--- src/verilog/tpso_defs.svh ---
// constants for the trimmed power-on sequence option block
`ifndef TPSO_DEFS_SVH
`define TPSO_DEFS_SVH
// ----------------------------------------------------------------
// clock rates and timing
// ----------------------------------------------------------------
`define TPSO_REF_HZ          200000000
`define TPSO_OSC_HZ          32000
`define TPSO_OSC_KHZ         32
`define TPSO_OSC_TOL_PCT     20
`define TPSO_C12_VALID_US    2000
// least 2 ms counted on the fastest oscillator, rounded up
`define TPSO_C12_VALID_TICKS ((`TPSO_C12_VALID_US*`TPSO_OSC_KHZ*(100+`TPSO_OSC_TOL_PCT)+99999)/100000)
// sequence step points in oscillator ticks
`define TPSO_STEP_LDO_TICKS  8'h02
`define TPSO_STEP_CONV_TICKS 8'h04
`define TPSO_STEP_RST_TICKS  8'h28
// ----------------------------------------------------------------
// register offsets
// ----------------------------------------------------------------
`define TPSO_ADDR_LDO_ON     4'h0
`define TPSO_ADDR_ILIM       4'h1
`define TPSO_ADDR_ICHG       4'h2
`define TPSO_ADDR_STATUS     4'h3
// ----------------------------------------------------------------
// field codes and reset values
// ----------------------------------------------------------------
`define TPSO_LDO_ON_ALL      3'h7
`define TPSO_LDO_ON_NONE     3'h0
`define TPSO_ILIM_720MA      4'h5
`define TPSO_ILIM_1200MA     4'h9
`define TPSO_ICHG_500MA      4'h4
`define TPSO_ICHG_900MA      4'h8
`define TPSO_STAT_OPT_LSB    3
`define TPSO_STAT_RST_BIT    5
`define TPSO_STAT_C12_BIT    6
`define TPSO_STAT_INIT_BIT   7
`endif

--- src/verilog/tpso_pkg.sv ---
// types for the trimmed power-on sequence option block
package tpso_pkg;
  // ----------------------------------------------------------------
  // sequence options as trimmed
  // ----------------------------------------------------------------
  typedef enum logic [1:0] {
    OPT_SEQ1 = 2'h0,
    OPT_SEQ2 = 2'h1,
    OPT_SEQ3 = 2'h2,
    OPT_SEQ4 = 2'h3
  } tpso_opt_type;
  // ----------------------------------------------------------------
  // sequencer states, one-hot
  // ----------------------------------------------------------------
  typedef enum logic [2:0] {
    ST_OFF = 3'h1,
    ST_SEQ = 3'h2,
    ST_ON  = 3'h4
  } tpso_state_type;
  // ----------------------------------------------------------------
  // rail enables travelling together
  // ----------------------------------------------------------------
  typedef struct packed {
    logic conv12;  // first/second converter enable
    logic conv3;   // third converter enable
    logic lreg2;   // second linear regulator enable
    logic vref;    // reference enable
  } tpso_rails_type;
endpackage

--- src/verilog/tpso_top.sv ---
// trimmed power-on sequence option logic with its register port
//
// The address-and-strobe port and the placing of the registers were chosen for this implementation.
`timescale 1ns/1ps
`include "tpso_defs.svh"

module tpso_top
#(
  parameter int unsigned TICK_DIV = `TPSO_REF_HZ / `TPSO_OSC_HZ  // ref cycles per osc tick
)
(
  input  wire logic                    REF_CLK_I,
  input  wire logic                    RESETN_I,
  input  wire logic [1:0]              TRIM_SEL_I,
  input  wire logic                    PWR_ON_REQ_I,
  input  wire logic                    PWR_OFF_REQ_I,
  input  wire logic                    CHG_SUPPLY_I,
  input  wire logic                    CONV12_EN_IN_I,
  input  wire logic                    CONV3_EN_IN_I,
  input  wire logic [3:0]              ADDR_I,
  input  wire logic [7:0]              WDATA_I,
  input  wire logic                    WR_I,
  input  wire logic                    RD_I,
  output logic      [7:0]              RDATA_O,
  output tpso_pkg::tpso_rails_type     RAILS_O,
  output logic                         SYS_RESET_N_O,
  output logic      [2:0]              LDO_ON_O,
  output logic      [3:0]              ILIM_O,
  output logic      [3:0]              ICHG_O
);

  // ----------------------------------------------------------------
  // declarations
  // ----------------------------------------------------------------
  localparam int unsigned C12_TICKS = `TPSO_C12_VALID_TICKS;  // 77 ticks

  tpso_pkg::tpso_opt_type   opt_r;        // latched trim option
  logic                     init_done_r;  // trim caught, defaults loaded
  tpso_pkg::tpso_state_type state_r;      // sequencer state
  tpso_pkg::tpso_state_type state_nxt;
  logic [12:0]              div_r;        // ref to osc divider
  logic                     tick;         // one-cycle osc tick enable
  logic [7:0]               step_r;       // ticks since power-on start
  logic [7:0]               elap_r;       // saturating elapsed ticks
  logic                     chg_d_r;      // charger level one cycle back
  logic                     chg_rise;     // charger supply appeared
  logic                     on_start;     // power-on start condition
  logic                     rst_n_r;      // system reset out, low active
  logic                     seq_ldo_on;   // sequence step: regulator two and ref
  logic                     seq_conv_on;  // sequence step: converters
  logic                     c12_valid;    // converter12 pin honoured
  logic                     c3_valid;     // converter3 pin honoured
  logic                     opt4;         // option four selected
  logic [2:0]               ldo_on_r;     // LDO3..5 on bits
  logic [3:0]               ilim_r;       // input current limit field
  logic [3:0]               ichg_r;       // charge current field
  logic [7:0]               rdata_r;      // registered read data

  // ----------------------------------------------------------------
  // reset defaults per option
  // ----------------------------------------------------------------
  // default LDO3..5 on bits for a given option
  function automatic logic [2:0] ldo_dflt(input tpso_pkg::tpso_opt_type o);
    ldo_dflt = (o == tpso_pkg::OPT_SEQ4) ? `TPSO_LDO_ON_NONE : `TPSO_LDO_ON_ALL;
  endfunction

  // default input current limit code for a given option
  function automatic logic [3:0] ilim_dflt(input tpso_pkg::tpso_opt_type o);
    ilim_dflt = (o == tpso_pkg::OPT_SEQ3) ? `TPSO_ILIM_1200MA : `TPSO_ILIM_720MA;
  endfunction

  // default charge current code for a given option
  function automatic logic [3:0] ichg_dflt(input tpso_pkg::tpso_opt_type o);
    ichg_dflt = (o == tpso_pkg::OPT_SEQ3) ? `TPSO_ICHG_900MA : `TPSO_ICHG_500MA;
  endfunction

  // ----------------------------------------------------------------
  // trim capture
  // ----------------------------------------------------------------
  // the strap is caught at the first edge after reset release, never
  // by the reset itself; after that it stays put until the next reset
  always_ff @(posedge REF_CLK_I or negedge RESETN_I)
  begin
    if (!RESETN_I)
    begin
      opt_r       <= tpso_pkg::OPT_SEQ1;
      init_done_r <= 1'b0;
    end
    else if (!init_done_r)
    begin
      opt_r       <= tpso_pkg::tpso_opt_type'(TRIM_SEL_I);
      init_done_r <= 1'b1;
    end
  end

  assign opt4 = (opt_r == tpso_pkg::OPT_SEQ4);

  // ----------------------------------------------------------------
  // oscillator tick divider
  // ----------------------------------------------------------------
  // one clock only: the 32 kHz rate is a single-cycle enable
  always_ff @(posedge REF_CLK_I or negedge RESETN_I)
  begin
    if (!RESETN_I)
      div_r <= 13'h0000;
    else if (div_r == 13'(TICK_DIV - 1))
      div_r <= 13'h0000;
    else
      div_r <= div_r + 13'h0001;
  end

  assign tick = (div_r == 13'(TICK_DIV - 1));

  // ----------------------------------------------------------------
  // power-on start detection
  // ----------------------------------------------------------------
  // inputs are synchronous, so a plain delayed copy finds the edge
  always_ff @(posedge REF_CLK_I or negedge RESETN_I)
  begin
    if (!RESETN_I)
      chg_d_r <= 1'b0;
    else
      chg_d_r <= CHG_SUPPLY_I;
  end

  assign chg_rise = CHG_SUPPLY_I & ~chg_d_r;
  // charger insertion only counts when the option allows it
  assign on_start = init_done_r & (PWR_ON_REQ_I | (chg_rise & ~opt4));

  // ----------------------------------------------------------------
  // sequencer state
  // ----------------------------------------------------------------
  // next state; off request wins over everything
  always_comb
  begin
    state_nxt = state_r;
    case (state_r)
      tpso_pkg::ST_OFF:
      begin
        if (on_start && !PWR_OFF_REQ_I)
          state_nxt = tpso_pkg::ST_SEQ;
      end
      tpso_pkg::ST_SEQ:
      begin
        if (PWR_OFF_REQ_I)
          state_nxt = tpso_pkg::ST_OFF;
        else if (tick && step_r == `TPSO_STEP_RST_TICKS - 8'h01)
          state_nxt = tpso_pkg::ST_ON;
      end
      tpso_pkg::ST_ON:
      begin
        if (PWR_OFF_REQ_I)
          state_nxt = tpso_pkg::ST_OFF;
      end
      default:
        state_nxt = tpso_pkg::ST_OFF;
    endcase
  end

  // state register
  always_ff @(posedge REF_CLK_I or negedge RESETN_I)
  begin
    if (!RESETN_I)
      state_r <= tpso_pkg::ST_OFF;
    else
      state_r <= state_nxt;
  end

  // ----------------------------------------------------------------
  // step and elapsed counters
  // ----------------------------------------------------------------
  // step counter runs through the sequence; it stops at the release
  // point so the steps stay asserted while on
  always_ff @(posedge REF_CLK_I or negedge RESETN_I)
  begin
    if (!RESETN_I)
      step_r <= 8'h00;
    else if (state_r == tpso_pkg::ST_OFF)
      step_r <= 8'h00;
    else if (tick && step_r != `TPSO_STEP_RST_TICKS)
      step_r <= step_r + 8'h01;
  end

  // elapsed ticks since power-on start, saturating at the 2 ms point;
  // the count uses the fast corner so 2 ms holds on every part
  always_ff @(posedge REF_CLK_I or negedge RESETN_I)
  begin
    if (!RESETN_I)
      elap_r <= 8'h00;
    else if (state_r == tpso_pkg::ST_OFF)
      elap_r <= 8'h00;
    else if (tick && elap_r != 8'(C12_TICKS))
      elap_r <= elap_r + 8'h01;
  end

  // ----------------------------------------------------------------
  // sequence steps and system reset
  // ----------------------------------------------------------------
  assign seq_ldo_on  = (state_r != tpso_pkg::ST_OFF) && (step_r >= `TPSO_STEP_LDO_TICKS);
  assign seq_conv_on = (state_r != tpso_pkg::ST_OFF) && (step_r >= `TPSO_STEP_CONV_TICKS);

  // system reset out is held low until the sequence completes
  always_ff @(posedge REF_CLK_I or negedge RESETN_I)
  begin
    if (!RESETN_I)
      rst_n_r <= 1'b0;
    else
      rst_n_r <= (state_nxt == tpso_pkg::ST_ON);
  end

  // ----------------------------------------------------------------
  // converter pin gating and rail enables
  // ----------------------------------------------------------------
  // before the pin counts, the converter simply follows the sequence
  always_comb
  begin
    case (opt_r)
      tpso_pkg::OPT_SEQ1: c12_valid = (elap_r == 8'(C12_TICKS));
      default:            c12_valid = rst_n_r;
    endcase
    c3_valid = opt4 & rst_n_r;
  end

  // rail outputs; a converter held off by the pin stays off only
  // while its pin is low, the sequence alone never forces it off late
  always_comb
  begin
    RAILS_O.conv12 = seq_conv_on & (~c12_valid | CONV12_EN_IN_I);
    RAILS_O.conv3  = seq_conv_on & (~c3_valid | CONV3_EN_IN_I);
    RAILS_O.lreg2  = opt4 | seq_ldo_on;
    RAILS_O.vref   = opt4 | seq_ldo_on;
  end

  assign SYS_RESET_N_O = rst_n_r;

  // ----------------------------------------------------------------
  // register file
  // ----------------------------------------------------------------
  // defaults follow the option and load at the trim capture edge;
  // writes before that edge are dropped
  always_ff @(posedge REF_CLK_I or negedge RESETN_I)
  begin
    if (!RESETN_I)
    begin
      ldo_on_r <= `TPSO_LDO_ON_NONE;
      ilim_r   <= `TPSO_ILIM_720MA;
      ichg_r   <= `TPSO_ICHG_500MA;
    end
    else if (!init_done_r)
    begin
      ldo_on_r <= ldo_dflt(tpso_pkg::tpso_opt_type'(TRIM_SEL_I));
      ilim_r   <= ilim_dflt(tpso_pkg::tpso_opt_type'(TRIM_SEL_I));
      ichg_r   <= ichg_dflt(tpso_pkg::tpso_opt_type'(TRIM_SEL_I));
    end
    else if (WR_I)
    begin
      if (ADDR_I == `TPSO_ADDR_LDO_ON)
        ldo_on_r <= WDATA_I[2:0];
      else if (ADDR_I == `TPSO_ADDR_ILIM)
        ilim_r <= WDATA_I[3:0];
      else if (ADDR_I == `TPSO_ADDR_ICHG)
        ichg_r <= WDATA_I[3:0];
    end
  end

  // read data, valid the cycle after the strobe, zero otherwise
  always_ff @(posedge REF_CLK_I or negedge RESETN_I)
  begin
    if (!RESETN_I)
      rdata_r <= 8'h00;
    else if (!RD_I)
      rdata_r <= 8'h00;
    else if (ADDR_I == `TPSO_ADDR_LDO_ON)
      rdata_r <= {5'h00, ldo_on_r};
    else if (ADDR_I == `TPSO_ADDR_ILIM)
      rdata_r <= {4'h0, ilim_r};
    else if (ADDR_I == `TPSO_ADDR_ICHG)
      rdata_r <= {4'h0, ichg_r};
    else if (ADDR_I == `TPSO_ADDR_STATUS)
      rdata_r <= {init_done_r, c12_valid, rst_n_r, opt_r, state_r};
    else
      rdata_r <= 8'h00;  // unmapped reads zero
  end

  assign RDATA_O  = rdata_r;
  assign LDO_ON_O = ldo_on_r;
  assign ILIM_O   = ilim_r;
  assign ICHG_O   = ichg_r;
endmodule // tpso_top

--- config.mk ---
export PLATFORM = sky130hd
export DESIGN_NAME = tpso_top
export DESIGN_NICKNAME = d
export VERILOG_FILES = /design/src/verilog/tpso_pkg.sv /design/src/verilog/tpso_top.sv
export VERILOG_INCLUDE_DIRS = /design/src /design/src/verilog
export SDC_FILE = /design/constraint.sdc
export NUM_CORES = 1
export LEC_CHECK = 0
export ABC_AREA = 1
export BUFFER_PORTS_ARGS = -buffer_cell sky130_fd_sc_hd__clkbuf_2
export CAP_MARGIN = 25
export CORE_MARGIN = 2
export CORE_UTILIZATION = 52
export DETAILED_ROUTE_END_ITERATION = 10
export PLACE_DENSITY = 0.76
export SYNTH_ARGS = -nofsm -noshare
export SYNTH_HDL_FRONTEND = slang
export SYNTH_SLANG_ARGS = --single-unit
--- constraint.sdc ---
create_clock -name REF_CLK_I -period 1.6 [get_ports REF_CLK_I]
set_clock_uncertainty 0.15 [all_clocks]
set_input_delay 0.32 -clock REF_CLK_I [delete_from_list [all_inputs] [get_ports REF_CLK_I]]
set_output_delay 0.32 -clock REF_CLK_I [all_outputs]
set_load 0.05 [all_outputs]
=== Word level (Yosys, flattened, before mapping) ===
Cells that the tools add are included.

* $add $sub $neg: 3
* Order comparisons: 2
* Eq/ne operators: 22
* Muxes and demuxes: 31
* Bitwise logic cells: 14
* Reductions and logical operators: 14

{| class="wikitable"
|+ Operator list
! operator !! count
|-
| $mux 8 || 9
|-
| $mux 4 || 11
|-
| $mux 3 || 8
|-
| $add 8x1->8 const B || 2
|-
| $add 13x1->13 const B || 1
|-
| $eq 13x13->1 const B || 1
|-
| $mux 13 || 1
|-
| $pmux 3 s3 || 1
|-
| $eq 4x2->1 const B || 2
|-
| $eq 8x6->1 const B || 1
|-
| $eq 8x7->1 const B || 1
|-
| $ge 8x2->1 const B || 1
|-
| $ge 8x3->1 const B || 1
|-
| $ne 8x6->1 const B || 1
|-
| $ne 8x7->1 const B || 1
|-
| $and 1x1->1 || 6
|-
| $eq 2x2->1 const B || 3
|-
| $eq 3x3->1 const B || 2
|-
| $logic_and 1x1->1 || 6
|-
| $ne 2x1->1 const B || 3
|-
| $ne 2x2->1 const B || 3
|-
| $eq 4x1->1 const B || 1
|-
| $logic_not 4->1 || 1
|-
| $not 1->1 || 4
|-
| other kinds (11) || 15
|}

* Register bits: 56
* Bits of input ports: 23
* Output and inout bits: 24
* Word-level logic and storage cells: 98

=== Longest topological paths before layout ===
* Depth after elaboration: 9
* Mapped depth: 10

=== Least setup slack after synthesis ===
Ideal clock, no wire load.

* Path kind: register -> output
* Start: reg elap_r[0]
* End: out RAILS_O[3] (netlist name)
* Data arrival time: 1.710 ns
* Required time: 1.130 ns
* Slack: -0.580 ns
* Stages on the path, launching flop included: 7
* Path buffers: 0
* Cells stage by stage: dfrtp_1 ha_1 nand2_1 nor2_1 nand2_1 a21oi_1 a21oi_1

{| class="wikitable"
|+ RTL lines
! element !! RTL line !! text
|-
| start: declaration || tpso_top.sv:44 || <nowiki>logic [7:0] elap_r;</nowiki>
|-
| start signal: assignment || tpso_top.sv:193 || <nowiki>elap_r <= elap_r + 8'h01;</nowiki>
|-
| end: declaration || tpso_top.sv:25 || <nowiki>output tpso_pkg::tpso_rails_type RAILS_O,</nowiki>
|}

==> results by group <==
Global routing
  • Gr usage total: 23.2%
  • First-pass GRT wire length: 13,400 µm
  • Initial antenna violation count: 0
  • Vias in the first global route: 3,101
  • Largest net degree at the start of global routing: 57
  • GRT overflow: 0

Yosys
  • Mapped Nets: 488
  • Syn Inst Count: 458
  • Most instantiated library cell after synthesis: nand2_1
  • Most frequent cells after synthesis: 142 x nand2_1, 67 x inv_1, 52 x dfrtp_1
  • Asr flop ratio synth: 100%
  • Top-area cell type share of the netlist area: 39.7%
  • Area leader, netlist: dfrtp_1
  • Top post-synthesis cells by area: dfrtp_1 40%, nand2_1 16%, inv_1 7.7%
  • Top_reg_cell synth: dfrtp_1
  • Cell Area, Synth: 3280 µm²
  • Synth cell types: 35
  • Mapped Avg Cell Area: 7.16 µm²
  • Synth Register Bits: 56
  • Warnings, synthesis: 0
  • Post-synth EDFFs: 0
  • Post-synthesis sequential area ratio: 42.9%

Placed design
  • Port bufs: 42
  • Final HPWL DP: 5700 µm
  • Gpl congestion: 0.904
  • Post-Place Cell Area: 3860 µm²

Final layout
  • Layout Nets: 579
  • Multi-input combinational cell area: 1950 µm²
  • Fillers: 417
  • Layout cell share with drive strength beyond 1: 35.5%
  • Area growth syn-to-layout: 36.7%
  • # diodes: 0
  • Fin area: 4480 µm²
  • Register area: 1410 µm²

Run status
  • Violated checks: setup timing
  • Status: finished with violations

Run
  • Max Cap Violations: 0

CTS
  • Longest Clk Path Bufs: 2
  • CTS tree: yes
  • Root buffer cell: clkbuf_8
  • Clock Sinks: 56
  • Skew-Pair Late Insertion Delay: 0.32 ns
  • Clk slew on worst S/H paths: 0.11 ns
  • # H-tree levels: 2
  • TritonCTS buffer count: 5

Timing
  • Crit path time final: 2.06 ns
  • Fin Setup TNS: -1.96 ns
  • Setup ws final: -0.462 ns
  • RSZ-0062 raised after global routing: true
  • Final hold vios: 0
  • Final setup fails: 19
  • Final Cycle Share: 129%
  • Fin. max-slew vios: 0
  • Final hold slack: 0.0926 ns
  • FMAX: 0.485 GHz

Routing
  • Via count: 3,361
  • Initial DRC Count: 185
  • Via density: 5.38
  • WL/cell: 13.7 µm
  • Drc violations: 0
  • DRT antenna net count: 0
  • Final WL: 8590 µm
  • Pre-antenna DRT Iters: 5

Pwr
  • PwrDens: 630 nW/µm²
  • Leak Pwr: 2.26 nW
  • Peak supply drop: 0.429 mV

Hold path
  • Worst hold path class: in -> reg
  • Hold Startpoint: RD_I
  • Worst hold path depth: 3

Critical path
  • R2R cell count: 11
  • Critical Path Fanout Max: 2
  • WS Path Type: reg -> out
  • R2R Path End: step_r[7]$_DFFE_PN0P_
  • FF-to-FF setup slack: -0.05 ns
  • CP Capture Type: primary output
  • CP startpoint kind: flop
  • RR Startpoint: step_r[1]$_DFFE_PN0P_
  • Crit. Startpoint: elap_r[1]$_DFFE_PN0P_
  • WP data required: 1.13 ns
  • Arr. time, crit path: 1.59 ns
  • Crit path to: RAILS_O[3]

Floorplan
  • Initial core utilization: 54.7%
  • Core area: 5990 µm²
  • Die Height: 83.4 µm
  • # rows: 28
  • Io pins: 47
  • Die Wd: 83.4 µm
  • Die outline area: 6960 µm²
[timing repair]
action	in CTS	in global routing
resized for setup	43	70
pin swaps	15	34
hold buffers	2	0
cloned	2	0
endpoints found under the setup margin	18	34
endpoints found under the hold margin	53	0
buffers inserted	7	7
[kinds of logic (layout without fill, tap and decap cells)]
logic type	after synthesis	count (layout)	share of synthesized area, %
compound gates	36	36	5.80
xor+xnor	4	4	1.07
fa+ha+maj	7	7	2.67
buf+inv	77	167	9.12
flops	56	56	42.9
other cells	1	1	0.114
simple gates	277	279	38.3
[where the power goes]
group	switching, mW	total [mW]	internal [mW]
sequential	0.0319	1.50	1.47
clock	0.500	0.815	0.315
combinational	0.369	0.514	0.145
[worst min-delay path by stage]
stage                                       end  slack, ns
final                      RDATA_O[1]$_DFF_PN0_       0.09
after global routing       RDATA_O[1]$_DFF_PN0_       0.08
after CTS                  RDATA_O[1]$_DFF_PN0_       0.09
after detailed placement  step_r[0]$_DFFE_PN0P_       0.20
after global placement    step_r[6]$_DFFE_PN0P_       0.19
after floorplan           ICHG_O[0]$_DFFE_PN0P_      -0.13
[flip-flops by register name, indices dropped and copies added, names as in the netlist]
| name | count |
|---|---|
| opt_r | 2 |
| ILIM_O | 4 |
| chg_d_r | 1 |
| div_r | 13 |
| RDATA_O | 8 |
| init_done_r | 1 |
| elap_r | 8 |
| ICHG_O | 4 |
| state_r | 3 |
| step_r | 8 |
| LDO_ON_O | 3 |
| SYS_RESET_N_O | 1 |
[worst max-delay path: stages (launching register included)]
cell and delay [ns]:
dfrtp_1 0.39, inv_1 0.06, ha_2 0.17, nand2_2 0.05, nor2_2 0.11, nand2_2 0.08
a21oi_4 0.19, a21oi_4 0.07, buf_8 0.15
[stage by stage]
step | total power [mW] | std cells | utilization, % | worst slack [ns]
after floorplan | 1.82 | 458 | - | -0.163
after global placement | 1.97 | 602 | 64.5 | -0.222
after detailed placement | 1.98 | 602 | 64.5 | -0.265
after CTS | 2.82 | 620 | 70.1 | -0.437
after global routing | 2.94 | 625 | 74.9 | -0.529
final | 2.83 | 625 | 74.9 | -0.462
[layer usage]
metal  routed length (µm)  track usage, %  up-vias
li1                     -               -     1617
met1                 3520            28.9     1598
met2                 4390            41.1      121
met3                  469            4.17       25
met4                  208            7.18        0
met5                    0               0        -
[area by class of cell]
| class | instances | area share, % |
|---|---|---|
| clock buffer | 5 | 1.53 |
| clock inverter | 3 | 0.502 |
| inverter | 70 | 5.97 |
| multi-input combinational | 327 | 43.6 |
| sequential | 56 | 31.4 |
| tap | 75 | 2.09 |
| timing repair buffer | 89 | 14.9 |
[cell usage in the layout, fill, tap and decap left out, drive strengths merged, types with 4 or more instances in the layout]
master,count
nor3,11
clkinv,4
dfstp,4
inv,69
ha,7
nand3,54
clkbuf,42
buf,50
a21oi,10
nand2,146
dfrtp,52
nor2,56
o21ai,21
nand4,5
or2,4
Power figures use the tool's default switching activity.
